## config.mk

```make
export PLATFORM = sky130hd
export DESIGN_NAME = watchdog_timeout_unit
export DESIGN_NICKNAME = d
export VERILOG_FILES = /design/src/pkg/wdog_pkg.sv /design/src/hw/watchdog_timeout_unit.sv /design/src/hw/wdog_sync2.sv /design/src/hw/wdog_period_counter.sv
export SDC_FILE = /design/constraint.sdc
export NUM_CORES = 1
export LEC_CHECK = 0
export ABC_CLOCK_PERIOD_IN_PS = 3000
export BUFFER_PORTS_ARGS = -buffer_cell sky130_fd_sc_hd__buf_4
export CORE_MARGIN = 2
export CORE_UTILIZATION = 45
export CTS_BUF_LIST = sky130_fd_sc_hd__clkbuf_4 sky130_fd_sc_hd__clkbuf_8 sky130_fd_sc_hd__clkbuf_16
export DETAILED_ROUTE_END_ITERATION = 6
export PLACE_DENSITY = 0.76
export SLEW_MARGIN = 20
export SYNTH_ARGS = -nofsm -noshare
export SYNTH_HDL_FRONTEND = slang
export SYNTH_SLANG_ARGS = --single-unit
```

## constraint.sdc

```tcl
create_clock -name clock -period 3 [get_ports clock]
set_clock_uncertainty 0.15 [all_clocks]
set_input_delay 0.45 -clock clock [delete_from_list [all_inputs] [get_ports clock]]
set_output_delay 0.45 -clock clock [all_outputs]
set_load 0.03 [all_outputs]
```

## src/pkg/wdog_pkg.sv

```systemverilog
/*
  Shared constants for the watchdog timeout unit: register byte offsets,
  control field positions, reset values, timing figures, the mode type and
  the period decoding functions.
  Assumes a 32-bit classic Wishbone register bus with word-aligned offsets.
*/
package wdog_pkg;

  // register map, byte addresses
  localparam int unsigned ADR_W          = 4;
  localparam logic [3:0]  OFS_CTRL       = 4'h0;
  localparam logic [3:0]  OFS_EVT_STATUS = 4'h4;
  localparam logic [3:0]  OFS_EVT_MASK   = 4'h8;
  localparam logic [3:0]  OFS_COUNT      = 4'hc;

  // control/status byte layout
  localparam int unsigned CTRL_W         = 8;
  localparam int unsigned BIT_FLAG       = 7;
  localparam int unsigned BIT_IRQ_EN     = 6;
  localparam int unsigned BIT_PERIOD_HI  = 5;
  localparam int unsigned BIT_UNLOCK     = 4;
  localparam int unsigned BIT_RESET_EN   = 3;
  localparam int unsigned PERIOD_LO_MSB  = 2;
  localparam int unsigned PERIOD_W       = 4;

  // event status / mask layout
  localparam int unsigned EVT_W          = 3;
  localparam int unsigned EVT_TIMEOUT    = 0;
  localparam int unsigned EVT_SYS_RESET  = 1;
  localparam int unsigned EVT_REFUSED    = 2;

  // reset values
  localparam logic [PERIOD_W-1:0] PERIOD_RESET = 4'h0;
  localparam logic [EVT_W-1:0]    EVT_MASK_RESET = 3'h0;

  // timing: unlock window in system clock cycles
  localparam logic [2:0]  UNLOCK_CYCLES   = 3'h4;

  // timing: shortest time-out and the oscillator that measures it
  localparam int unsigned OSC_KHZ         = 128;
  localparam int unsigned TYP_TIMEOUT_US  = 16000;
  localparam int unsigned BASE_OSC_CYCLES = TYP_TIMEOUT_US * OSC_KHZ / 1000;
  localparam logic [PERIOD_W-1:0] PERIOD_CODE_MAX = 4'h9;
  localparam int unsigned CNT_W           = 21;

  typedef enum logic [1:0] {
    MODE_STOPPED,
    MODE_IRQ,
    MODE_RESET,
    MODE_IRQ_THEN_RESET
  } mode_t;

  // reserved codes run as the longest defined period
  function automatic logic [PERIOD_W-1:0] clamp_code(input logic [PERIOD_W-1:0] code);
    return (code > PERIOD_CODE_MAX) ? PERIOD_CODE_MAX : code;
  endfunction : clamp_code

  function automatic logic [31:0] period_cycles(input logic [31:0]         base,
                                                input logic [PERIOD_W-1:0] code);
    return base << clamp_code(code);
  endfunction : period_cycles

  function automatic mode_t decode_mode(input logic fuse,
                                        input logic reset_en,
                                        input logic irq_en);
    if (fuse) begin
      return MODE_RESET;
    end
    unique case ({reset_en, irq_en})
      2'b00: return MODE_STOPPED;
      2'b01: return MODE_IRQ;
      2'b10: return MODE_RESET;
      2'b11: return MODE_IRQ_THEN_RESET;
    endcase
  endfunction : decode_mode

endpackage : wdog_pkg

```

## src/hw/watchdog_timeout_unit.sv

```systemverilog
/*
  Watchdog timeout unit: control/status register, unlock sequence, mode
  decode and expiry actions, plus an event status/mask pair on a classic
  Wishbone slave.
  Assumes the oscillator and fuse arrive as pins; restart, vector-taken,
  global enable and reset-cause flag come from logic on the same clock.
*/
`timescale 1ns/1ps
`default_nettype none
module watchdog_timeout_unit #(
  parameter int unsigned BASE_OSC_CYCLES = wdog_pkg::BASE_OSC_CYCLES,
  parameter int unsigned CNT_W           = wdog_pkg::CNT_W
) (
  input  wire logic                       clock,
  input  wire logic                       srst,
  // classic wishbone slave
  input  wire logic                       wb_cyc_i,
  input  wire logic                       wb_stb_i,
  input  wire logic                       wb_we_i,
  input  wire logic [wdog_pkg::ADR_W-1:0] wb_adr_i,
  input  wire logic [3:0]                 wb_sel_i,
  input  wire logic [31:0]                wb_dat_i,
  output logic      [31:0]                wb_dat_o,
  output logic                            wb_ack_o,
  // oscillator and fuse pins
  input  wire logic                       osc_clk_pin,
  input  wire logic                       always_on_fuse,
  // core side
  input  wire logic                       wdog_reset_cause_flag,
  input  wire logic                       global_irq_enable,
  input  wire logic                       restart_strobe,
  input  wire logic                       vector_taken,
  output logic                            wdog_irq_req,
  output logic                            system_reset_req,
  output logic                            irq
);

  localparam int unsigned EW = wdog_pkg::EVT_W;
  localparam int unsigned CW = wdog_pkg::CTRL_W;

  typedef struct packed {
    logic                          timeout_flag;
    logic                          timeout_irq_enable;
    logic                          reset_enable;
    logic [wdog_pkg::PERIOD_W-1:0] period_select;
    logic [2:0]                    unlock_cnt;
    logic [EW-1:0]                 evt_status;
    logic [EW-1:0]                 evt_mask;
    logic                          ack;
    logic [31:0]                   rdata;
    logic                          sys_reset;
    logic                          osc_prev;
  } state_t;

  state_t               q;
  state_t               d;

  logic [1:0]           pins_sync;
  logic                 osc_sync;
  logic                 fuse_sync;
  logic                 osc_tick;
  logic                 expire;
  logic [CNT_W-1:0]     count;
  logic                 change_unlock;
  logic                 reset_en_eff;
  wdog_pkg::mode_t      mode;
  logic                 bus_req;
  logic                 bus_wr;
  logic                 ctrl_wr;
  logic [CW-1:0]        wv;
  logic [CW-1:0]        ctrl_rd;
  logic                 counter_restart;

  // oscillator and fuse are asynchronous to the system clock
  wdog_sync2 #(
    .W(2)
  ) u_sync (
    .clock    (clock),
    .srst     (srst),
    .async_in ({always_on_fuse, osc_clk_pin}),
    .sync_out (pins_sync)
  );

  assign osc_sync  = pins_sync[0];
  assign fuse_sync = pins_sync[1];
  assign osc_tick  = osc_sync & ~q.osc_prev;

  assign change_unlock = (q.unlock_cnt != 3'h0);
  assign reset_en_eff  = q.reset_enable | wdog_reset_cause_flag | fuse_sync;
  assign mode          = wdog_pkg::decode_mode(fuse_sync, reset_en_eff,
                                               q.timeout_irq_enable);

  assign bus_req = wb_cyc_i & wb_stb_i & ~q.ack;
  assign bus_wr  = bus_req & wb_we_i & wb_sel_i[0];
  assign ctrl_wr = bus_wr & (wb_adr_i == wdog_pkg::OFS_CTRL);
  assign wv      = wb_dat_i[CW-1:0];

  // counter starts over on restart, on every handled expiry and on reset
  assign counter_restart = restart_strobe | q.sys_reset;

  wdog_period_counter #(
    .CNT_W(CNT_W),
    .BASE (BASE_OSC_CYCLES)
  ) u_counter (
    .clock         (clock),
    .srst          (srst),
    .tick          (osc_tick),
    .run           (mode != wdog_pkg::MODE_STOPPED),
    .restart       (counter_restart),
    .period_select (q.period_select),
    .expire        (expire),
    .count         (count)
  );

  always_comb begin
    ctrl_rd                                 = '0;
    ctrl_rd[wdog_pkg::BIT_FLAG]             = q.timeout_flag;
    ctrl_rd[wdog_pkg::BIT_IRQ_EN]           = q.timeout_irq_enable;
    ctrl_rd[wdog_pkg::BIT_PERIOD_HI]        = q.period_select[wdog_pkg::PERIOD_W-1];
    ctrl_rd[wdog_pkg::BIT_UNLOCK]           = change_unlock;
    ctrl_rd[wdog_pkg::BIT_RESET_EN]         = reset_en_eff;
    ctrl_rd[wdog_pkg::PERIOD_LO_MSB:0]      = q.period_select[wdog_pkg::PERIOD_LO_MSB:0];
  end

  always_comb begin
    logic          flag_set;
    logic          flag_clr;
    logic [EW-1:0] evt_set;
    logic [EW-1:0] evt_clr;
    flag_set    = 1'b0;
    flag_clr    = 1'b0;
    evt_set     = '0;
    evt_clr     = '0;
    d           = q;
    d.ack       = bus_req;
    d.sys_reset = 1'b0;
    d.osc_prev  = osc_sync;

    if (change_unlock) begin
      d.unlock_cnt = q.unlock_cnt - 3'h1;
    end

    // control/status register write
    if (ctrl_wr) begin
      if (wv[wdog_pkg::BIT_FLAG]) begin
        flag_clr = 1'b1;
      end
      d.timeout_irq_enable = wv[wdog_pkg::BIT_IRQ_EN];
      if (wv[wdog_pkg::BIT_RESET_EN]) begin
        d.reset_enable = 1'b1;
      end else if (change_unlock && !wdog_reset_cause_flag) begin
        // held while the reset-cause flag stands
        d.reset_enable = 1'b0;
      end else if (q.reset_enable) begin
        evt_set[wdog_pkg::EVT_REFUSED] = 1'b1;
      end
      if (change_unlock) begin
        d.period_select = {wv[wdog_pkg::BIT_PERIOD_HI],
                           wv[wdog_pkg::PERIOD_LO_MSB:0]};
      end else if ({wv[wdog_pkg::BIT_PERIOD_HI], wv[wdog_pkg::PERIOD_LO_MSB:0]}
                   != q.period_select) begin
        evt_set[wdog_pkg::EVT_REFUSED] = 1'b1;
      end
      if (wv[wdog_pkg::BIT_UNLOCK]) begin
        d.unlock_cnt = wdog_pkg::UNLOCK_CYCLES;
      end
    end

    // event status: write one to clear, event mask: plain write
    if (bus_wr && (wb_adr_i == wdog_pkg::OFS_EVT_STATUS)) begin
      evt_clr = wb_dat_i[EW-1:0];
    end
    if (bus_wr && (wb_adr_i == wdog_pkg::OFS_EVT_MASK)) begin
      d.evt_mask = wb_dat_i[EW-1:0];
    end

    // interrupt vector executed
    if (vector_taken) begin
      flag_clr = 1'b1;
      if (mode == wdog_pkg::MODE_IRQ_THEN_RESET) begin
        d.timeout_irq_enable = 1'b0;
      end
    end

    // expiry action by mode
    if (expire) begin
      unique case (mode)
        wdog_pkg::MODE_STOPPED: begin
        end
        wdog_pkg::MODE_IRQ: begin
          flag_set = 1'b1;
        end
        wdog_pkg::MODE_RESET: begin
          d.sys_reset = 1'b1;
        end
        wdog_pkg::MODE_IRQ_THEN_RESET: begin
          if (q.timeout_flag) begin
            d.sys_reset = 1'b1;
          end else begin
            flag_set = 1'b1;
          end
        end
      endcase
    end

    evt_set[wdog_pkg::EVT_TIMEOUT]   = evt_set[wdog_pkg::EVT_TIMEOUT] | flag_set;
    evt_set[wdog_pkg::EVT_SYS_RESET] = evt_set[wdog_pkg::EVT_SYS_RESET] | d.sys_reset;

    // a set arriving with a clear wins
    d.timeout_flag = flag_set | (q.timeout_flag & ~flag_clr);
    d.evt_status   = evt_set | (q.evt_status & ~evt_clr);

    // fuse locks the enables
    if (fuse_sync) begin
      d.reset_enable       = 1'b1;
      d.timeout_irq_enable = 1'b0;
    end

    // read data, unmapped reads as zero
    d.rdata = '0;
    if (bus_req && !wb_we_i) begin
      unique case (wb_adr_i)
        wdog_pkg::OFS_CTRL:       d.rdata = 32'(ctrl_rd);
        wdog_pkg::OFS_EVT_STATUS: d.rdata = 32'(q.evt_status);
        wdog_pkg::OFS_EVT_MASK:   d.rdata = 32'(q.evt_mask);
        wdog_pkg::OFS_COUNT:      d.rdata = 32'(count);
        default:                  d.rdata = '0;
      endcase
    end
  end

  always_ff @(posedge clock) begin
    if (srst) begin
      q               <= '0;
      q.period_select <= wdog_pkg::PERIOD_RESET;
      q.evt_mask      <= wdog_pkg::EVT_MASK_RESET;
    end else begin
      q <= d;
    end
  end

  assign wb_ack_o         = q.ack;
  assign wb_dat_o         = q.rdata;
  assign wdog_irq_req     = q.timeout_flag & q.timeout_irq_enable & global_irq_enable;
  assign system_reset_req = q.sys_reset;
  assign irq              = |(q.evt_status & q.evt_mask);

endmodule : watchdog_timeout_unit
`default_nettype wire

```

## src/hw/wdog_sync2.sv

```systemverilog
/*
  Two-flop synchroniser for a group of asynchronous levels.
  Assumes the inputs are quasi-static or slow against the clock.
*/
`timescale 1ns/1ps
`default_nettype none
module wdog_sync2 #(
  parameter int unsigned W = 2
) (
  input  wire logic         clock,
  input  wire logic         srst,
  input  wire logic [W-1:0] async_in,
  output logic      [W-1:0] sync_out
);

  typedef struct packed {
    logic [W-1:0] meta;
    logic [W-1:0] stable;
  } sync_state_t;

  sync_state_t q;
  sync_state_t d;

  always_comb begin
    d        = q;
    d.meta   = async_in;
    d.stable = q.meta;
  end

  always_ff @(posedge clock) begin
    if (srst) begin
      q <= '0;
    end else begin
      q <= d;
    end
  end

  assign sync_out = q.stable;

endmodule : wdog_sync2
`default_nettype wire

```

## src/hw/wdog_period_counter.sv

```systemverilog
/*
  Time-out counter clocked by oscillator ticks; gives a one-cycle expiry
  pulse when the selected period has elapsed and then starts over.
  Assumes tick is a one-cycle pulse in the system clock domain.
*/
`timescale 1ns/1ps
`default_nettype none
module wdog_period_counter #(
  parameter int unsigned CNT_W = wdog_pkg::CNT_W,
  parameter int unsigned BASE  = wdog_pkg::BASE_OSC_CYCLES
) (
  input  wire logic                          clock,
  input  wire logic                          srst,
  input  wire logic                          tick,
  input  wire logic                          run,
  input  wire logic                          restart,
  input  wire logic [wdog_pkg::PERIOD_W-1:0] period_select,
  output logic                               expire,
  output logic      [CNT_W-1:0]              count
);

  typedef struct packed {
    logic [CNT_W-1:0] count;
    logic             expire;
  } cnt_state_t;

  cnt_state_t       q;
  cnt_state_t       d;
  logic [CNT_W-1:0] limit;
  logic [CNT_W-1:0] next_count;

  assign limit      = CNT_W'(wdog_pkg::period_cycles(BASE, period_select));
  assign next_count = q.count + CNT_W'(1);

  always_comb begin
    d        = q;
    d.expire = 1'b0;
    if (restart || !run) begin
      d.count = '0;
    end else if (tick) begin
      // a shorter period below the current count expires on the next tick
      if (next_count >= limit) begin
        d.count  = '0;
        d.expire = 1'b1;
      end else begin
        d.count = next_count;
      end
    end
  end

  always_ff @(posedge clock) begin
    if (srst) begin
      q <= '0;
    end else begin
      q <= d;
    end
  end

  assign expire = q.expire;
  assign count  = q.count;

endmodule : wdog_period_counter
`default_nettype wire

```

==> impl_metrics.tcl, run 1 <==
set metrics [dict create \
    path_clk_slew_ps 70 \
    whs_path_depth 2 \
    worst_slack_ps -100 \
    ir_drop_mv 0.288 \
    dpl.cell_count 557 \
    fill_cells 618 \
    synth-seq-cells 66 \
    start_kind "register" \
    die_w_microns 93.3 \
    worstSkewPairLatency_ps 360 \
    fin_area_sq_um 4720 \
    outcome "finished with violations" \
    tns_ps -404 \
    dieHeight_microns 93.3 \
    synth_edf_count 0 \
    crit_family "simple AND/OR/NAND/NOR gates" \
    cp_num_buf_inv 2 \
    core-area_sq_um 7730 \
    hold_viol 0 \
    yosys.cell_types.count 53 \
    cp_slowest_stage_delay_ps 410 \
    cts_tree "done" \
    first_pass_iters 5 \
    syn_area_per_cell_sq_um 8.47 \
    critPathSlowestCell "dfxtp_2" \
    finalCritPeriodShare_pct 103 \
    diodes 0 \
    path_max_fanout 7 \
    area.growth.synth_to_final_pct 31.6 \
    rsz0062_at_grt "true" \
    drc 0 \
    syn_inst 423 \
    via_count 3344 \
    yosysSeqAreaShare_pct 36.9 \
    synth_ff_type "dfxtp_1" \
    htree_levels 3 \
    cts_root_buffer "clkbuf_8" \
    drtAntennaViolNets 0 \
    grt_overflow_total 0 \
    final_cell_mix "89 x buf_4, 55 x dfxtp_1, 49 x nand2_1" \
    fin_crit_ps 3100 \
    die_area_sq_um 8700 \
    r2r_end "u_counter.count[2]$_SDFFE_PP0P_" \
    r2r_slack_ps -100 \
    critPathCaptureType "register" \
    yosys_warnings 0 \
    postLayoutCoreUtil_pct 61.1 \
    max_freq_mhz 323 \
    hp-class "in -> reg" \
    finalSetupViolations 14 \
    start_util_pct 46.4 \
    dp_slack_ps -108 \
    rows 32 \
    place_area_sq_um 4100 \
    worst_slew_pin_slew_ps 1120 \
    num-nets-final 547 \
    regArea_sq_um 1340 \
    drt_iter0_markers 328 \
    power_density_nw_per_um2 426 \
    io_pins 87 \
    drv_slew 0 \
    dp_hpwl_microns 6010 \
    grt_pass1_vias 2851 \
    wl_per_cell_microns 16.2 \
    netlist_area_sq_um 3580 \
    synthArstFlopShare_pct 0 \
    grt_pass1_wl_microns 13600 \
    cp_cell_sequence "nand2_1, nor4_4, nand2_1, xnor2_2, ha_1, a22o_1, o41ai_4, buf_6, clkbuf_16, nand4b_1, a31oi_1" \
    crit_required_ps 3120 \
    final_common_cell "buf_4" \
    hold_path_end "u_sync.d[0]$_SDFF_PP0_" \
    layout-drive-gt1-share_pct 33.4 \
    portBuffers 48 \
    wl_microns 9590 \
    r2r_start "u_counter.count[11]$_SDFFE_PP0P_" \
    track_usage_pct 19.7 \
    worstSetupPathType "reg -> reg" \
    violations "negative setup slack" \
    reg2regPathDepth 11 \
    hold_start "osc_clk_pin" \
    antenna_found_initial 0 \
    clock-sinks 66 \
    slew_headroom_pct 25.6 \
    leakage_nw 1.96 \
    routed_via_density 5.67 \
    gp_congestion 0.848 \
    layoutNonFillerInstCount 590 \
    clock_path_buffers 2 \
    drv_cap 0 \
    arrival_ps 3220 \
    cts-buffers-inserted 9 \
    crit_top_cell "nand2_1" \
    multiInputGateArea_sq_um 2160 \
    grt_start_max_net_pins 29 \
]
per-stage QoR:
step | hold slack (ps) | total power [W]
2_1_floorplan | 264 | 0.00111
3_3_place_gp | 274 | 0.00115
3_5_place_dp | 278 | 0.00116
4_1_cts | 142 | 0.00201
5_1_grt | 156 | 0.00209
6_report | 150 | 0.00201
kinds of logic (layout without fill, tap and decap cells):
kind of cell / Yosys count / in the layout / synth area share (%)
AOI/OAI and AO/OA: 59 / 59 / 11.2
xor gates and xnor gates: 14 / 14 / 3.42
adders and majority gates: 13 / 13 / 4.54
buffers and inverters: 66 / 121 / 10.5
DFF: 66 / 66 / 36.9
muxes: 9 / 9 / 3.60
other: 1 / 11 / 0.105
and+or+nand+nor: 195 / 195 / 29.7
routing by layer:
layer | wire length, microns | share of wire [%] | track usage (%) | vias to the layer above
li1 | - | - | - | 1584
met1 | 3950 | 41 | 26.4 | 1569
met2 | 4680 | 49 | 30.3 | 167
met3 | 725 | 7.6 | 4.59 | 24
met4 | 236 | 2.5 | 8.70 | 0
met5 | 0 | 0 | 0 | -
report_power, final:
part	switching (W)	total (W)	internal [W]
registers	0.0000106	0.000907	0.000896
clock network	0.000354	0.000865	0.000511
logic	0.000143	0.000240	0.0000965
total	0.000508	0.00201	0.00150
final cells by class:
type	count	area share (%)
Timing Repair Buffer	97	17.8
Sequential cell	66	28.4
Tap cell	102	2.70
Inverter	8	0.636
Clock buffer	12	3.24
Multi-Input combinational cell	301	45.7
Clock inverter	4	1.56
synth_stat cells (all sizes together), types with 13 or more instances:
| master | count | area share [%] |
|---|---|---|
| nand3 | 19 | 2.7 |
| nor2 | 31 | 3.2 |
| ha | 13 | 4.5 |
| a21oi | 16 | 2.3 |
| a31oi | 14 | 2.4 |
| nand2 | 50 | 5.2 |
| clkbuf | 23 | 2.4 |
| and2 | 14 | 2.4 |
| nand4 | 17 | 3.4 |
| buf | 35 | 7.3 |
| dfxtp | 66 | 37 |
flip-flops by register name (all words and copies together) (netlist names):
signal and cells:
system_reset_req 1, wb_dat_o 21, u_counter.expire 1, q 11, u_counter.count 21, ctrl_rd 6, wb_ack_o 1, u_sync.sync_out 2
u_sync.d 2
worst max path at each step:
stage / start / to / slack [ps] / depth (start not counted)
final: u_counter.count[11]$_SDFFE_PP0P_ / u_counter.count[2]$_SDFFE_PP0P_ / -100 / 11
after floorplan: u_counter.count[3]$_SDFFE_PP0P_ / u_counter.count[18]$_SDFFE_PP0P_ / -50 / 12
after global routing: u_counter.count[6]$_SDFFE_PP0P_ / u_counter.count[2]$_SDFFE_PP0P_ / -190 / 13
after global placement: u_counter.count[1]$_SDFFE_PP0P_ / u_counter.count[6]$_SDFFE_PP0P_ / -30 / 12
after detailed placement: u_counter.count[1]$_SDFFE_PP0P_ / u_counter.count[6]$_SDFFE_PP0P_ / -110 / 12
after CTS: u_counter.count[7]$_SDFFE_PP0P_ / u_counter.count[11]$_SDFFE_PP0P_ / 20 / 12
timing repair:
item	CTS	global route
pin swaps	9	23
gates cloned	1	5
hold buffers	0	0
resized for setup	21	18
endpoints found under the setup margin	22	20
endpoints found under the hold margin	0	0
buffers inserted	3	8
No activity file was read; power rests on OpenSTA's default activity.
==> run 2, diff against run 1 <==
- REMOVE_ABC_BUFFERS: not set -> 1
- SETUP_SLACK_MARGIN: not set -> 0.05
==> run 2 against run 1 <==
The flow still finishes with violations (negative setup slack). Register-to-register slack lost 99 ps. Sequential power is essentially flat. Setup slack lost 99 ps. Critical path depth grew 2. Non-clock buffer count grew 6. Worst hold slack gained 9.2 ps. Clock power shrank 11%. Cell area shrank 0.32%. Critical path type unchanged. Highest routed layer unchanged.
==> impl_metrics.tcl, run 2 (synthesis results as in run 1) <==
set metrics [dict create \
    layout-drive-gt1-share_pct 33.2 \
    drc 0 \
    rsz0062_at_grt "true" \
    grt_overflow_total 0 \
    clock-sinks 66 \
    cts_tree "done" \
    antenna_found_initial 0 \
    first_pass_iters 5 \
    power_w 0.00192 \
    crit_required_ps 3100 \
    routed_via_density 5.66 \
    final_common_cell "buf_4" \
    max_freq_mhz 313 \
    leakage_nw 1.96 \
    grt_pass1_vias 3210 \
    drv_slew 0 \
    clock_path_buffers 2 \
    cts-buffers-inserted 9 \
    cts_hold_buf 0 \
    dieHeight_microns 93.3 \
    gp_congestion 0.837 \
    drtAntennaViolNets 0 \
    ir_drop_mv 0.475 \
    worstSetupPathType "reg -> reg" \
    worstSkewPairLatency_ps 350 \
    via_count 3375 \
    finalSetupViolations 18 \
    crit_top_cell "buf_12" \
    rows 32 \
    drt_iter0_markers 286 \
    hp-class "in -> reg" \
    final_cell_mix "92 x buf_4, 52 x dfxtp_1, 48 x nand2_1" \
    path_max_fanout 5 \
    start_kind "register" \
    die_w_microns 93.3 \
    path_clk_slew_ps 80 \
    htree_levels 3 \
    portBuffers 48 \
    critPathCaptureType "register" \
    hold_viol 0 \
    core-area_sq_um 7730 \
    cp_cell_sequence "ha_4, nand3_4, nor4_4, nand2_2, xnor2_2, ha_1, a22o_1, o41ai_4, buf_6, buf_12, buf_12, nand4b_1, a31oi_2" \
    dp_hpwl_microns 5690 \
    critPathSlowestCell "dfxtp_4" \
    area.growth.synth_to_final_pct 31.2 \
    cts_root_buffer "clkbuf_8" \
    die_area_sq_um 8700 \
    num-nets-final 553 \
    arrival_ps 3300 \
    violations "negative setup slack" \
    dp_slack_ps -90.5 \
    grt_start_max_net_pins 25 \
    worst_slack_ps -199 \
    io_pins 87 \
    cp_slowest_stage_delay_ps 370 \
    drv_cap 0 \
    grt_pass1_wl_microns 15200 \
    outcome "finished with violations" \
    start_util_pct 46.4 \
    track_usage_pct 21.9 \
    diodes 0 \
    reg2regPathDepth 13 \
    fin_crit_ps 3200 \
    power_density_nw_per_um2 408 \
    slew_headroom_pct 35.1 \
    wl_microns 9630 \
    worst_slew_pin_slew_ps 974 \
    whs_path_depth 2 \
    wl_per_cell_microns 16.2 \
    finalCritPeriodShare_pct 107 \
]
-- run 2: critical path: cells and delay by family (launching register included) --
family | cells | cell delay [ps]
AOI/OAI and AO/OA | 3 | 880
xor gates and xnor gates | 1 | 210
adders and majority gates | 2 | 420
buffers and inverters | 3 | 390
DFF | 1 | 370
and+or+nand+nor | 4 | 670
-- run 2: repair_timing --
action | 4_1_cts | 5_1_grt
gates resized for setup | 46 | 7
endpoints found under the setup margin | 22 | 22
setup buffers | 18 | 3
pin swaps | 31 | 14
gates cloned | 3 | 3
-- run 2: where the power goes --
part	internal, W	switching (W)	total, W
combinational	0.0000964	0.000145	0.000242
clock	0.000408	0.000366	0.000774
sequential	0.000894	0.0000108	0.000905
-- run 2: per-layer routing --
metal / global-route usage (%) / wire length [microns]
met4: 8.95 / 291
met3: 4.83 / 759
met5: 0 / 0
met2: 37.8 / 4830
met1: 26.3 / 3750
-- run 2: area by class of cell --
cell class / count / area [sq um]
fillers: 618 / 3020
flip-flops and latches: 66 / 1350
clock inverters: 6 / 65.1
well taps: 102 / 128
repair buffers: 103 / 896
multi-input cells: 301 / 2100
clock buffers: 10 / 138
inverters: 8 / 30.0
-- run 2: final timing paths --
kind                                        start                         endpoint  slack, ps
setup / recovery  u_counter.count[1]$_SDFFE_PP0P_  u_counter.count[2]$_SDFFE_PP0P_       -200
hold / removal                     always_on_fuse           u_sync.d[1]$_SDFF_PP0_        160
setup reg to reg  u_counter.count[1]$_SDFFE_PP0P_  u_counter.count[2]$_SDFFE_PP0P_       -200
hold reg to reg            u_sync.d[1]$_SDFF_PP0_    u_sync.sync_out[1]$_SDFF_PP0_        290
-- run 2: through the flow --
step | cell area, sq um | setup TNS, ps | instances | util (%) | hold WS, ps
3_5_place_dp | 4000 | -700 | 554 | 51.8 | 281
4_1_cts | 4610 | 0 | 591 | 59.7 | 153
6_report | 4700 | -834 | 596 | 60.9 | 159
3_3_place_gp | 4000 | -3.44 | 554 | 51.8 | 267
2_1_floorplan | 3270 | -26900 | 375 | - | 264
5_1_grt | 4700 | -3530 | 596 | 60.9 | 164
